<file path="src/mie_defines.vh">
// constants for the instruction execute block: fields, encodings, register map, resets
`ifndef MIE_DEFINES_VH
`define MIE_DEFINES_VH

// ****************************************************************
// instruction word fields
// ****************************************************************
`define MIE_IW_W          14
`define MIE_F_MSB         6
`define MIE_D_POS         7
`define MIE_B_LSB         7
`define MIE_B_MSB         9
`define MIE_K8_MSB        7
`define MIE_K11_MSB       10
`define MIE_PC_W          13

// ****************************************************************
// opcode patterns (compared under the masks below)
// ****************************************************************
`define MIE_NOP_WORD      14'h0000
`define MIE_WDCLR_WORD    14'h0064
`define MIE_MASK_BYTE     14'h3f00
`define MIE_MASK_CLR      14'h3f80
`define MIE_MASK_BIT      14'h3c00
`define MIE_MASK_JMP      14'h3800
`define MIE_CLEAR_ACCUM_OP_PAT      14'h0100
`define MIE_CLEAR_REG_OP_PAT      14'h0180
`define MIE_COMPLEMENT_REG_OP_PAT      14'h0900
`define MIE_DECREMENT_REG_OP_PAT      14'h0300
`define MIE_BTSS_PAT      14'h1c00
`define MIE_CALL_PAT      14'h2000
`define MIE_GOTO_PAT      14'h2800

// ****************************************************************
// apb register map (byte addresses)
// ****************************************************************
`define MIE_A_CTRL        8'h00
`define MIE_A_STATUS      8'h04
`define MIE_A_ACCUM       8'h08
`define MIE_A_PC          8'h0c
`define MIE_A_LATCH       8'h10
`define MIE_A_STACK       8'h14
`define MIE_A_WDOG        8'h18
`define MIE_A_FADDR       8'h1c
`define MIE_A_FDATA       8'h20

// ****************************************************************
// field positions and reset values
// ****************************************************************
`define MIE_CTRL_RUN      0
`define MIE_CTRL_WDEN     1
`define MIE_ST_Z          0
`define MIE_ST_PD         1
`define MIE_ST_TO         2
`define MIE_RST_PC        13'h0000
`define MIE_RST_BYTE      8'h00
`define MIE_RST_LATCH     5'h00
`define MIE_RST_FLAG_N    1'b1
`define MIE_STACK_DEPTH   8
`define MIE_PHASES        4

`endif

</file>
<file path="src/mie_core.v">
// instruction fetch, decode and execute core with apb control registers
//
// Overview of operation
// RULE1: instructions are single 14-bit words: opcode plus operand fields.
// RULE2: byte ops send the result to accumulator when d is 0, file when 1.
// RULE3: the file address is a 7-bit field selecting registers 0 to 0x7f.
// RULE4: literals are 8 bits, or 11 bits for jump and call.
// RULE5: one instruction cycle is four clock phases.
// RULE6: one cycle per instruction; skips and jumps add a no-operation cycle.
// RULE7: any file op reads the register before writing the result back.
// RULE8: bit-test skips the next instruction when the bit is one.
// RULE9: watchdog clear zeroes counter and prescaler, sets both active-low flags.
// RULE10: call pushes pc plus one, loads k and latch bits 4:3 into pc.
// RULE11: complement writes the inverse to the chosen destination, updates zero.
// RULE12: clear-file writes zero to the register and sets zero flag.
// RULE13: decrement subtracts one, sends to chosen destination, updates zero.
// RULE14: clear-accumulator loads zero into the accumulator and sets zero flag.
// RULE15: zero flag for complement and decrement follows an all-zero result.
//
// The register offsets and the APB slave port were left to the implementer.
`timescale 1ns/100ps
`include "mie_defines.vh"
module mie_core (
    input  wire        mclk_i,
    input  wire        rst_i,
    input  wire        psel_i,
    input  wire        penable_i,
    input  wire        pwrite_i,
    input  wire [7:0]  paddr_i,
    input  wire [31:0] pwdata_i,
    output reg  [31:0] prdata_o,
    output reg         pready_o,
    output reg         pslverr_o,
    output reg  [12:0] prog_addr_o,
    input  wire [13:0] prog_data_i,
    output reg         wdog_timeout_o
);
    // ****************************************************************
    // state and registers
    // ****************************************************************
    localparam PH_FETCH  = 2'd0;
    localparam PH_DECODE = 2'd1;
    localparam PH_READ   = 2'd2;
    localparam PH_EXEC   = 2'd3;

    reg  [1:0]  phase_reg;
    reg  [13:0] instr_reg;
    reg         bubble_reg;
    reg  [12:0] program_counter_reg;
    reg  [4:0]  pc_upper_latch_reg;
    reg  [7:0]  accum_reg;
    reg         zero_reg;
    reg         timeout_flag_n_reg;
    reg         powerdown_flag_n_reg;
    reg         run_reg;
    reg         wden_reg;
    reg  [6:0]  faddr_reg;
    reg  [2:0]  sp_reg;
    reg  [12:0] stack_reg [0:`MIE_STACK_DEPTH-1];
    reg         wdclr_reg;

    wire [7:0]  file_rdata;
    wire [7:0]  wdog_count;
    wire [7:0]  wdog_prescale;
    wire        wdog_timeout;
    // the stack pointer wraps, so a ninth call overwrites the oldest entry
    wire [12:0] stack_top = stack_reg[sp_reg - 3'd1];

    // ****************************************************************
    // operand fields and decode
    // ****************************************************************
    // slices of the latched word; the opcode bits never reach the datapath
    wire [6:0]  f_fld   = instr_reg[`MIE_F_MSB:0];                  // RULE3
    wire        d_fld   = instr_reg[`MIE_D_POS];
    wire [2:0]  b_fld   = instr_reg[`MIE_B_MSB:`MIE_B_LSB];
    wire [10:0] k11_fld = instr_reg[`MIE_K11_MSB:0];                // RULE4
    wire [7:0]  k8_fld  = instr_reg[`MIE_K8_MSB:0];                 // RULE4

    // opcode portion compared under per-format masks; watchdog clear matches the whole word
    wire watchdog_clear_op  = (instr_reg == `MIE_WDCLR_WORD);       // RULE1
    wire clear_accum_op     = ((instr_reg & `MIE_MASK_CLR) == `MIE_CLEAR_ACCUM_OP_PAT);
    wire clear_reg_op       = ((instr_reg & `MIE_MASK_CLR) == `MIE_CLEAR_REG_OP_PAT);
    wire complement_reg_op  = ((instr_reg & `MIE_MASK_BYTE) == `MIE_COMPLEMENT_REG_OP_PAT);
    wire decrement_reg_op   = ((instr_reg & `MIE_MASK_BYTE) == `MIE_DECREMENT_REG_OP_PAT);
    wire skip_if_bit_one    = ((instr_reg & `MIE_MASK_BIT) == `MIE_BTSS_PAT);
    wire call_op            = ((instr_reg & `MIE_MASK_JMP) == `MIE_CALL_PAT);
    wire goto_op            = ((instr_reg & `MIE_MASK_JMP) == `MIE_GOTO_PAT);

    // ****************************************************************
    // execute datapath
    // ****************************************************************
    reg  [7:0]  result;
    reg         file_we;
    reg         accum_we;
    reg         zero_we;
    reg         zero_val;
    reg         take_bubble;

    // result, destination and zero flag for the byte operations
    always @* begin
        result      = 8'h00;
        file_we     = 1'b0;
        accum_we    = 1'b0;
        zero_we     = 1'b0;
        zero_val    = 1'b0;
        take_bubble = 1'b0;
        if (clear_accum_op) begin
            accum_we = 1'b1;                                        // RULE14
            zero_we  = 1'b1;
            zero_val = 1'b1;
        end else if (clear_reg_op) begin
            file_we  = 1'b1;                                        // RULE12
            zero_we  = 1'b1;
            zero_val = 1'b1;
        end else if (complement_reg_op || decrement_reg_op) begin
            if (complement_reg_op) begin
                result = ~file_rdata;                               // RULE11
            end else begin
                result = file_rdata - 8'h01;                        // RULE13
            end
            file_we  = d_fld;                                       // RULE2
            accum_we = ~d_fld;                                      // RULE2
            zero_we  = 1'b1;
            zero_val = (result == 8'h00);                           // RULE15
        end else if (skip_if_bit_one) begin
            take_bubble = file_rdata[b_fld];                        // RULE8
        end else if (call_op || goto_op) begin
            take_bubble = 1'b1;                                     // RULE6
        end
    end

    // execute strobe and the decoded apb write enables
    wire        exec_now = run_reg && (phase_reg == PH_EXEC);
    wire        core_we  = exec_now && file_we;
    wire        apb_acc  = psel_i && penable_i && pready_o;
    wire        apb_wr   = apb_acc && pwrite_i;
    wire        apb_fwr  = apb_wr && !run_reg && (paddr_i == `MIE_A_FDATA);
    // the file port belongs to software only while the core is stopped
    wire [6:0]  rd_addr  = run_reg ? f_fld : faddr_reg;             // RULE7
    wire [6:0]  wr_addr  = run_reg ? f_fld : faddr_reg;
    wire [7:0]  wr_data  = run_reg ? result : pwdata_i[7:0];

    // 128-byte file array with a registered read port
    mie_regfile u_regfile (
        .mclk_i    (mclk_i),
        .rd_addr_i (rd_addr),
        .rd_data_o (file_rdata),
        .wr_en_i   (core_we || apb_fwr),
        .wr_addr_i (wr_addr),
        .wr_data_i (wr_data)
    );

    // watchdog runs from the control enable and the one-clock clear pulse
    mie_watchdog u_watchdog (
        .mclk_i     (mclk_i),
        .rst_i      (rst_i),
        .enable_i   (wden_reg),
        .clear_i    (wdclr_reg),
        .count_o    (wdog_count),
        .prescale_o (wdog_prescale),
        .timeout_o  (wdog_timeout)
    );

    // ****************************************************************
    // four phase sequencer: fetch, decode, file read, execute
    // ****************************************************************
    // the fetch address leaves on the phase-0 edge and the word is taken one
    // clock later, so program memory gets a full cycle to answer
    always @(posedge mclk_i) begin
        wdclr_reg <= 1'b0;
        if (rst_i) begin
            phase_reg           <= PH_FETCH;
            instr_reg           <= `MIE_NOP_WORD;
            bubble_reg          <= 1'b0;
            program_counter_reg <= `MIE_RST_PC;
            prog_addr_o         <= `MIE_RST_PC;
            accum_reg           <= `MIE_RST_BYTE;
            zero_reg            <= 1'b0;
            sp_reg              <= 3'd0;
        end else if (!run_reg) begin
            // a stopped core drops any pending no-operation slot, so the next
            // start fetches its first word without a stale bubble
            phase_reg  <= PH_FETCH;
            bubble_reg <= 1'b0;                                     // RULE6
            if (apb_wr && paddr_i == `MIE_A_PC) begin
                program_counter_reg <= pwdata_i[12:0];
            end
            if (apb_wr && paddr_i == `MIE_A_ACCUM) begin
                accum_reg <= pwdata_i[7:0];
            end
        end else begin
            phase_reg <= phase_reg + 2'd1;                          // RULE5
            case (phase_reg)
                PH_FETCH: begin
                    // present the fetch address for this instruction cycle
                    prog_addr_o <= program_counter_reg;
                end
                PH_DECODE: begin
                    // a bubble cycle runs as no-operation; the word at the fetch address is dropped and the pc holds
                    if (bubble_reg) begin
                        instr_reg <= `MIE_NOP_WORD;                 // RULE6
                    end else begin
                        instr_reg           <= prog_data_i;         // RULE1
                        program_counter_reg <= program_counter_reg + 13'd1;
                    end
                end
                PH_READ: begin
                    instr_reg <= instr_reg;                         // file read under way
                end
                PH_EXEC: begin
                    // results, flags and program counter change on the closing edge
                    bubble_reg <= take_bubble;                      // RULE6
                    if (accum_we) begin
                        accum_reg <= clear_accum_op ? 8'h00 : result; // RULE2
                    end
                    if (zero_we) begin
                        zero_reg <= zero_val;
                    end
                    if (watchdog_clear_op) begin
                        wdclr_reg <= 1'b1;                          // RULE9
                    end
                    if (skip_if_bit_one && take_bubble) begin
                        program_counter_reg <= program_counter_reg + 13'd1; // RULE8
                    end
                    if (call_op) begin
                        stack_reg[sp_reg] <= program_counter_reg;   // RULE10
                        sp_reg            <= sp_reg + 3'd1;
                    end
                    if (call_op || goto_op) begin
                        program_counter_reg <= {pc_upper_latch_reg[4:3], k11_fld}; // RULE10
                    end
                end
                default: begin
                    phase_reg <= PH_FETCH;
                end
            endcase
        end
    end

    // ****************************************************************
    // active-low timeout and power-down flags
    // ****************************************************************
    // nothing in this block puts the core to sleep, so power-down only ever sets
    always @(posedge mclk_i) begin
        if (rst_i) begin
            timeout_flag_n_reg   <= `MIE_RST_FLAG_N;
            powerdown_flag_n_reg <= `MIE_RST_FLAG_N;
            wdog_timeout_o       <= 1'b0;
        end else begin
            wdog_timeout_o <= wdog_timeout;
            // a timeout in the same cycle as the clear still leaves its mark
            if (wdog_timeout) begin
                timeout_flag_n_reg <= 1'b0;
            end else if (wdclr_reg) begin
                timeout_flag_n_reg   <= 1'b1;                       // RULE9
                powerdown_flag_n_reg <= 1'b1;                       // RULE9
            end
        end
    end

    // ****************************************************************
    // apb slave: one wait state, then data, ready and error
    // ****************************************************************
    always @(posedge mclk_i) begin
        if (rst_i) begin
            pready_o           <= 1'b0;
            pslverr_o          <= 1'b0;
            prdata_o           <= 32'h0000_0000;
            run_reg            <= 1'b0;
            wden_reg           <= 1'b0;
            pc_upper_latch_reg <= `MIE_RST_LATCH;
            faddr_reg          <= 7'h00;
        end else begin
            pready_o  <= psel_i && penable_i && !pready_o;
            // read data and error stand only in the ready cycle, zero otherwise
            pslverr_o <= 1'b0;
            prdata_o  <= 32'h0000_0000;
            if (psel_i && penable_i && !pready_o) begin
                case (paddr_i)
                    `MIE_A_CTRL:   prdata_o <= {30'h0, wden_reg, run_reg};
                    `MIE_A_STATUS: prdata_o <= {29'h0, timeout_flag_n_reg,
                                                powerdown_flag_n_reg, zero_reg};
                    `MIE_A_ACCUM:  prdata_o <= {24'h0, accum_reg};
                    `MIE_A_PC:     prdata_o <= {19'h0, program_counter_reg};
                    `MIE_A_LATCH:  prdata_o <= {27'h0, pc_upper_latch_reg};
                    `MIE_A_STACK:  prdata_o <= {19'h0, stack_top};
                    `MIE_A_WDOG:   prdata_o <= {16'h0, wdog_prescale, wdog_count};
                    `MIE_A_FADDR:  prdata_o <= {25'h0, faddr_reg};
                    `MIE_A_FDATA:  prdata_o <= {24'h0, file_rdata};
                    default:       pslverr_o <= 1'b1;               // unmapped
                endcase
            end
            if (apb_wr) begin
                // writable control registers; read-only ones keep their value
                case (paddr_i)
                    `MIE_A_CTRL: begin
                        run_reg  <= pwdata_i[`MIE_CTRL_RUN];
                        wden_reg <= pwdata_i[`MIE_CTRL_WDEN];
                    end
                    `MIE_A_LATCH: pc_upper_latch_reg <= pwdata_i[4:0];
                    `MIE_A_FADDR: faddr_reg <= pwdata_i[6:0];
                    default: faddr_reg <= faddr_reg;
                endcase
            end
        end
    end
endmodule

</file>
<file path="src/mie_regfile.v">
// file register array of 128 bytes, registered read, single write port
`timescale 1ns/100ps
module mie_regfile (
    input  wire       mclk_i,
    input  wire [6:0] rd_addr_i,
    output reg  [7:0] rd_data_o,
    input  wire       wr_en_i,
    input  wire [6:0] wr_addr_i,
    input  wire [7:0] wr_data_i
);
    reg [7:0] mem_reg [0:127];

    // read every cycle so a read always precedes a write back
    always @(posedge mclk_i) begin
        rd_data_o <= mem_reg[rd_addr_i];
        if (wr_en_i) begin
            mem_reg[wr_addr_i] <= wr_data_i;
        end
    end
endmodule

</file>
<file path="src/mie_watchdog.v">
// watchdog counter with prescaler, synchronous clear and timeout pulse
`timescale 1ns/100ps
`include "mie_defines.vh"
module mie_watchdog (
    input  wire       mclk_i,
    input  wire       rst_i,
    input  wire       enable_i,
    input  wire       clear_i,
    output reg  [7:0] count_o,
    output reg  [7:0] prescale_o,
    output reg        timeout_o
);
    // clear forces both stages to zero; overflow of the counter gives one pulse
    always @(posedge mclk_i) begin
        timeout_o <= 1'b0;
        if (rst_i || clear_i) begin
            count_o    <= `MIE_RST_BYTE;
            prescale_o <= `MIE_RST_BYTE;
        end else if (enable_i) begin
            prescale_o <= prescale_o + 8'h01;
            if (prescale_o == 8'hff) begin
                count_o <= count_o + 8'h01;
                if (count_o == 8'hff) begin
                    timeout_o <= 1'b1;
                end
            end
        end
    end
endmodule

</file>
<file path="config.mk">
export PLATFORM = sky130hd
export DESIGN_NAME = mie_core
export DESIGN_NICKNAME = d
export VERILOG_FILES = /design/src/mie_core.v /design/src/mie_regfile.v /design/src/mie_watchdog.v
export VERILOG_INCLUDE_DIRS = /design/src
export SDC_FILE = /design/constraint.sdc
export NUM_CORES = 1
export LEC_CHECK = 0
export ABC_AREA = 1
export ABC_CLOCK_PERIOD_IN_PS = 7510
export BUFFER_PORTS_ARGS = -buffer_cell sky130_fd_sc_hd__buf_2
export CORE_MARGIN = 10
export CORE_UTILIZATION = 50
export CTS_CLUSTER_DIAMETER = 100
export CTS_CLUSTER_SIZE = 24
export DETAILED_ROUTE_END_ITERATION = 6
export GPL_TIMING_DRIVEN = 0
export PLACE_DENSITY = 0.66
export SETUP_SLACK_MARGIN = 0.2
export SYNTH_ARGS = -nofsm -noshare
export SYNTH_HDL_FRONTEND = slang
export SYNTH_HIERARCHICAL = 1
export SYNTH_SLANG_ARGS = --single-unit
export TNS_END_PERCENT = 10
</file>
<file path="constraint.sdc">
create_clock -name mclk_i -period 7.51 [get_ports mclk_i]
set_input_delay 0.751 -clock mclk_i [delete_from_list [all_inputs] [get_ports mclk_i]]
set_output_delay 0.751 -clock mclk_i [all_outputs]
set_load 0.01 [all_outputs]
</file>
==> results of run 1 <==
logic make-up (layout without fill, tap and decap cells):
| group | after synthesis | in the layout | synth area share, % |
|---|---|---|---|
| DFF | 1243 | 1243 | 69.5 |
| buffers and inverters | 415 | 602 | 4.13 |
| xor gates and xnor gates | 4 | 4 | 0.0673 |
| and+or+nand+nor | 2833 | 2833 | 23.3 |
| AOI/OAI and AO/OA | 266 | 266 | 2.86 |
| adders and majority gates | 9 | 9 | 0.216 |
| other | 1 | 16 | 0.00720 |
stage by stage:
step           area (sq um)  setup TNS (ns)  worst slack (ns)  total power (uW)
3_3_place_gp          54200        -1460.94             -4.05              7870
3_5_place_dp          54900               0              2.52              7880
6_report              56600               0              2.47             11400
2_1_floorplan         52100               0              2.14              7760
4_1_cts               56600               0              2.72             11400
5_1_grt               56600               0              2.54             11600
area by class of cell:
cell class / count / area, sq um / share of cell area, %
clock inverter: 7 / 87.6 / 0.155
clock buffer: 81 / 1580 / 2.79
timing repair buffer: 99 / 975 / 1.72
tap: 1380 / 1730 / 3.05
inverter: 124 / 483 / 0.853
buffer: 291 / 1680 / 2.97
sequential: 1243 / 36200 / 63.9
multi-input combinational: 3128 / 13900 / 24.5
worst register-to-register path: stages (launching register included):
cell and delay (ns):
dfxtp_1 0.45, buf_2 0.24, clkbuf_1 0.62, nand2_1 0.12
nor2_1 0.25, nand2_1 0.09, o31ai_1 0.24, clkbuf_1 0.46
nand2_1 0.35, clkbuf_1 0.58, nor2_1 1.24
cell usage after synthesis, drive strengths merged:
library cell / n / area (sq um)
edfxtp: 1128 / 33900
buf: 235 / 1460
o22ai: 11 / 81.3
or2: 1 / 6.26
nand3b: 3 / 22.5
nand3: 992 / 4980
a31oi: 5 / 31.3
nand2: 1458 / 5520
o2bb2ai: 1 / 8.76
o21a: 1 / 7.51
nand4: 6 / 37.5
clkbuf: 56 / 220
a22oi: 1 / 7.51
dfxtp: 115 / 2300
xor2: 3 / 26.3
conb: 1 / 3.75
nor2: 343 / 1370
nor4: 3 / 18.8
nor3b: 1 / 7.51
nor3: 25 / 141
o21ai: 126 / 631
o31ai: 1 / 7.51
inv: 122 / 465
a211oi: 9 / 67.6
a21oi: 80 / 412
o211ai: 28 / 210
o221ai: 1 / 8.76
ha: 9 / 113
a21o: 1 / 7.51
a21boi: 1 / 7.51
and3: 1 / 7.51
clkinv: 2 / 7.51
xnor2: 1 / 8.76
power by group:
part / leakage [uW] / switching, uW / internal (uW) / total [uW]
clock network: 0.000806 / 2150 / 1490 / 3640
registers: 0.0111 / 0.287 / 7510 / 7510
logic: 0.00828 / 155 / 55.1 / 210
total: 0.0201 / 2300 / 9060 / 11400
per-layer routing:
| metal | up-vias | track usage [%] | routed length [um] |
|---|---|---|---|
| li1 | 16900 | - | - |
| met1 | 18300 | 36.4 | 63400 |
| met2 | 2037 | 43.0 | 75100 |
| met3 | 328 | 4.58 | 16900 |
| met4 | 2 | 10.6 | 6880 |
| met5 | - | 0 | 12 |
worst paths after layout:
kind | endpoint | slack (ns) | cells after the start
worst max-delay path | u_regfile/mem_reg[62][4]$_DFFE_PP_ | 2.47 | 10
worst min-delay path | pc_upper_latch_reg[3]$_SDFFE_PP0P_ | 0.31 | 3
worst max register to register | u_regfile/mem_reg[62][4]$_DFFE_PP_ | 2.47 | 10
worst min register to register | accum_reg[2]$_SDFFE_PP0P_ | 0.46 | 2
==> flow_summary.ini, run 1 <==
[outcome]
status = complete, but fails checks
violations = design-rule violations, max-capacitance violations, max-slew violations

[clocking]
clk_latency_ns = 0.72
clk_pin_slew_ns = 0.10
cts_buffers = 59
cts_tree = built
cts_root_buf = clkbuf_16
post_cts_resized = 0
postCtsHoldBufs = 0
clock-sinks = 1243
post_cts_buffers = 0
htree_levels = 2
cts.path.max_buffers = 3

[place]
dp.final_hpwl_um = 118000
io_buffer_count = 71
dp_cells = 6264
gp_congestion = 0.978

[pwr]
ir_drop_mv = 0.183
power_density_nw_per_um2 = 201
cellLeakagePower_uw = 0.0201

[cells_and_area]
largest_reg_flops = 1024
drive_gt1_share_pct = 9.03
instances_no_fill = 6353
diodes = 0
area_growth_pct = 8.67
nNetsFinal = 5014
fillerInstances = 8880
layout_common_cells = nand2_1, edfxtp_1, nand3_1
mostFrequentLayoutCell = nand2_1
final_core_util_pct = 54.7

[die]
core_sq_um = 103000
die_h_um = 343
die-area_sq_um = 117000
pin_count = 107
die_w_um = 343
initial_core_util_pct = 50.3
rows = 118

[critical_path]
cp_max_fo = 10
cpPeakStageDelay_ns = 1.23
crit_chain = buf_2 > clkbuf_1 > nand2_1 > nor2_1 > nand2_1 > o31ai_1 > clkbuf_1 > nand2_1 > clkbuf_1 > nor2_1
r2r_start = run_reg$_SDFFE_PP0P_
path_class = reg -> reg
startpoint = run_reg$_SDFFE_PP0P_
critical_path.top_delay_family = simple AND/OR/NAND/NOR gates
crit_slowest_cell = nor2_1
worst_setup_path_start_kind = register
cp-end-kind = register
worstPathArrival_ns = 5.35
path_buf_inv = 4
cp.required_ns = 7.82

[synth]
syn_inst = 4771
ys_seq_elements = 1243
seq_area_frac_synth_pct = 69.5
synth_area_sq_um = 52100
synthDistinctLibCells = 50
synth.avg_cell_area_sq_um = 10.9
yosys_warnings = 6

[detailed_routing]
vias_per_cell = 5.91
drc = 4
vias = 37500
totalWireLength_um = 162000
firstDrtPassIters = 7
wl_per_cell_um = 25.5
ant_nets = 0
first_iter_violations = 4999

[timing]
hold_slack_ns = 0.307
drv_slew = 8
tightest_slew_ns = 1.61
min_period_ns = 5.04
max_slew_margin_pct = -8.30
fmax_ghz = 0.199
finalCritPeriodShare_pct = 67.1
setup_viol = 0
rsz0062_at_grt = no
skew_ns = 0.0263
hold_violations = 0

[min_path]
hp-class = in -> reg
hp-start = pwdata_i[3]

[global_routing]
grt_pass1_wl_um = 233000
grt_usage_pct = 26.8
grt_pass1_vias = 34600
grt_max_degree = 101
antenna_found_initial = 1
gr-total-overflow = 0

[job]
drv_cap = 3
Note: power is estimated with default switching activity, not from simulation.
==> run 2: changes to the inputs <==
Settings changed: ABC_AREA 1 to 0, ABC_CLOCK_PERIOD_IN_PS 7510 to 4800.
Clock period 7.51 ns to 4.8 ns, I/O delays scaled along.
==> run 2 against run 1 <==
Effect of this change: the flow finishes with violations (max-capacitance violations, max-slew violations, negative setup slack); sequential share of layout area is 3.2 points higher; sequential power is 57% higher; power is 54% higher; register-to-register slack worse by 2.5 ns; cell area is 4.7% lower; count of clock-buffer cells in the layout is 5 lower; flip-flop and latch count stayed put; cell count is 37% lower; non-clock buffer count is 130 lower; area after synthesis is 4.9% lower; hold slack worse by 0.26 ns; clock power is 50% higher.
==> flow_summary.ini, run 2 <==
[outcome]
status = complete, but fails checks
violations = max-capacitance violations, max-slew violations, negative setup slack

[clocking]
cts_tree = built
clk_latency_ns = 0.70
htree_levels = 2
cts.path.max_buffers = 3
cts_root_buf = clkbuf_16
cts_buffers = 58
clk_pin_slew_ns = 0.10
clock-sinks = 1243

[timing]
max_slew_margin_pct = -7.74
setup_viol = 38
hold_violations = 0
skew_ns = 0.0305
rsz0062_at_grt = yes
drv_slew = 33
fmax_ghz = 0.207
min_period_ns = 4.83
finalCritPeriodShare_pct = 101
layout_setup_ws_ns = -0.0329
tns_ns = -0.538
tightest_slew_ns = 1.62

[die]
die_h_um = 335
die-area_sq_um = 112000
core_sq_um = 98400
initial_core_util_pct = 50.3
rows = 115
die_w_um = 335
pin_count = 107

[place]
gp_congestion = 0.940
dp.final_hpwl_um = 84800
dp_cells = 3912
post_dp_cell_area_sq_um = 52100
pre_cts_slack_ns = -0.839
io_buffer_count = 71

[synth]
ys_top_cells_by_area = edfxtp_1, mux4_2, dfxtp_1, nor2_1, nand2_1
synthDistinctLibCells = 79
synthArstFlopShare_pct = 0
synth_top_area_share_pct = 68.4
synth_top_flop_cell = edfxtp_1
seq_area_frac_synth_pct = 73.0
yosys_warnings = 6
synth.avg_cell_area_sq_um = 19.7
syn_inst = 2519
synth_edf_count = 1128
yosys.area.top_type = edfxtp_1
yosysMostFrequentCell = edfxtp_1
synth_area_sq_um = 49500
ys_seq_elements = 1243
synthTopCellsByCount = edfxtp_1, mux4_2, nor2_1

[critical_path]
crit_top_cell = nand4_1
path_buf_inv = 3
path_class = reg -> reg
cpPeakStageDelay_ns = 0.91
critical_path.top_delay_family = simple AND/OR/NAND/NOR gates
worstPathArrival_ns = 5.16
cp.required_ns = 5.13
crit_chain = nor4b_4 > nand4_1 > inv_1 > a22o_1 > clkbuf_1 > nand4_1 > buf_1 > nor2_1
crit_slowest_cell = nor2_1
cp_max_fo = 10
cp-end-kind = register
worst_setup_path_start_kind = register

[detailed_routing]
vias_per_cell = 6.39
wl_per_cell_um = 31.0
ant_nets = 0
totalWireLength_um = 124000
first_iter_violations = 3173
vias = 25600
firstDrtPassIters = 6
drc = 0

[pwr]
power_density_nw_per_um2 = 325
p_sw_share_pct = 19.6
intPower_uw = 14100
sequentialPowerShare_pct = 67.1
power_frac_clock_pct = 31.3
p_sw_uw = 3430
p_comb_share_pct = 1.6
ir_drop_mv = 0.301
cellLeakagePower_uw = 0.0162

[cells_and_area]
instances_no_fill = 4002
nNetsFinal = 2759
area_growth_pct = 8.83
fin_area_sq_um = 53900
drive_gt1_share_pct = 26.0
mostFrequentLayoutCell = edfxtp_1
largest_reg_flops = 1024
layout_common_cells = edfxtp_1, mux4_2, nor2_1

[global_routing]
grt_max_degree = 95
gr-total-overflow = 0
grt_pass1_vias = 25300
antenna_found_initial = 3
grt_usage_pct = 21.9
grt_pass1_wl_um = 180000

[min_path]
hp-class = in -> reg

[job]
drv_cap = 3
-- run 2: cell types whose count changed after synthesis, sizes merged, moves of 27 or more --
cell and change:
clkbuf +27, mux2 +29, nor2 -142, mux4 +362
buf -155, nand3 -962, nand2 -1353, o21ai -104
inv -102
-- run 2: worst paths after layout --
check                                                  start                             endpoint  slack (ns)  cells past startpoint
worst min-delay path                             pwdata_i[5]            faddr_reg[5]$_SDFFE_PP0P_        0.05                      3
worst min register to register  prog_addr_o[10]$_SDFFE_PP0P_         prog_addr_o[10]$_SDFFE_PP0P_        0.46                      2
worst max register to register    instr_reg[10]$_SDFFE_PP0P_  u_regfile/mem_reg[127][4]$_DFFE_PP_       -0.03                      8
worst max-delay path              instr_reg[10]$_SDFFE_PP0P_  u_regfile/mem_reg[127][4]$_DFFE_PP_       -0.03                      8
-- run 2: power by group through the flow --
stage / Clock, uW / Combinational, uW / Sequential, uW
2_1_floorplan: 0 / 117 / 12000
4_1_cts: 5610 / 284 / 11800
3_3_place_gp: 0 / 228 / 12000
6_report: 5470 / 288 / 11800
5_1_grt: 5960 / 308 / 11800
3_5_place_dp: 0 / 285 / 12000
-- run 2: kinds of logic after synthesis --
kind of cell | Yosys count | synth area share, %
other | 1 | 0.00757
flip-flops | 1243 | 73.0
adder cells (fa/ha/maj) | 9 | 0.227
AO/OA/AOI/OAI | 170 | 2.29
multiplexers | 416 | 17.6
XOR/XNOR | 26 | 0.460
buffers and inverters | 183 | 1.71
AND/OR/NAND/NOR | 471 | 4.66
-- run 2: layout make-up --
| cell class | instances | area [sq um] |
|---|---|---|
| fill | 7480 | 44500 |
| buffer | 163 | 878 |
| timing repair buffer | 97 | 817 |
| multi-input combinational | 1108 | 12700 |
| clock buffer | 76 | 1520 |
| inverter | 20 | 80.1 |
| sequential | 1243 | 36200 |
| antenna | 1 | 2.50 |
| clock inverter | 7 | 91.3 |
| tap | 1287 | 1610 |
-- run 2: repair_timing --
| item | 4_1_cts | 5_1_grt |
|---|---|---|
| pin swaps | 3 | 9 |
| hold buffers | 0 | 0 |
| setup endpoints to repair | 655 | 428 |
| buffers inserted | 3 | 1 |
| gates resized for setup | 34 | 58 |
| hold endpoints to repair | 0 | 0 |
-- run 2: per-layer routing --
layer	track usage [%]	wire [um]	up-vias
met3	3.41	10500	198
met1	30.3	49100	13600
met4	7.47	4860	0
li1	-	-	10600
met5	0	0	-
met2	35.5	59400	1222
-- run 2: worst min-delay path, stage by stage --
cell     delay (ns)
buf_2          0.11
nand2_1        0.05
a21oi_1        0.05
-- run 2: through the flow --
stage / hold slack (ns) / util (%) / power, uW
6_report: 0.0492 / 54.8 / 17500
5_1_grt: 0.0454 / 54.8 / 18000
4_1_cts: 0.00505 / 54.6 / 17700
3_5_place_dp: 0.445 / 52.9 / 12300
3_3_place_gp: 0.435 / 52.4 / 12300
2_1_floorplan: 0.415 / - / 12100
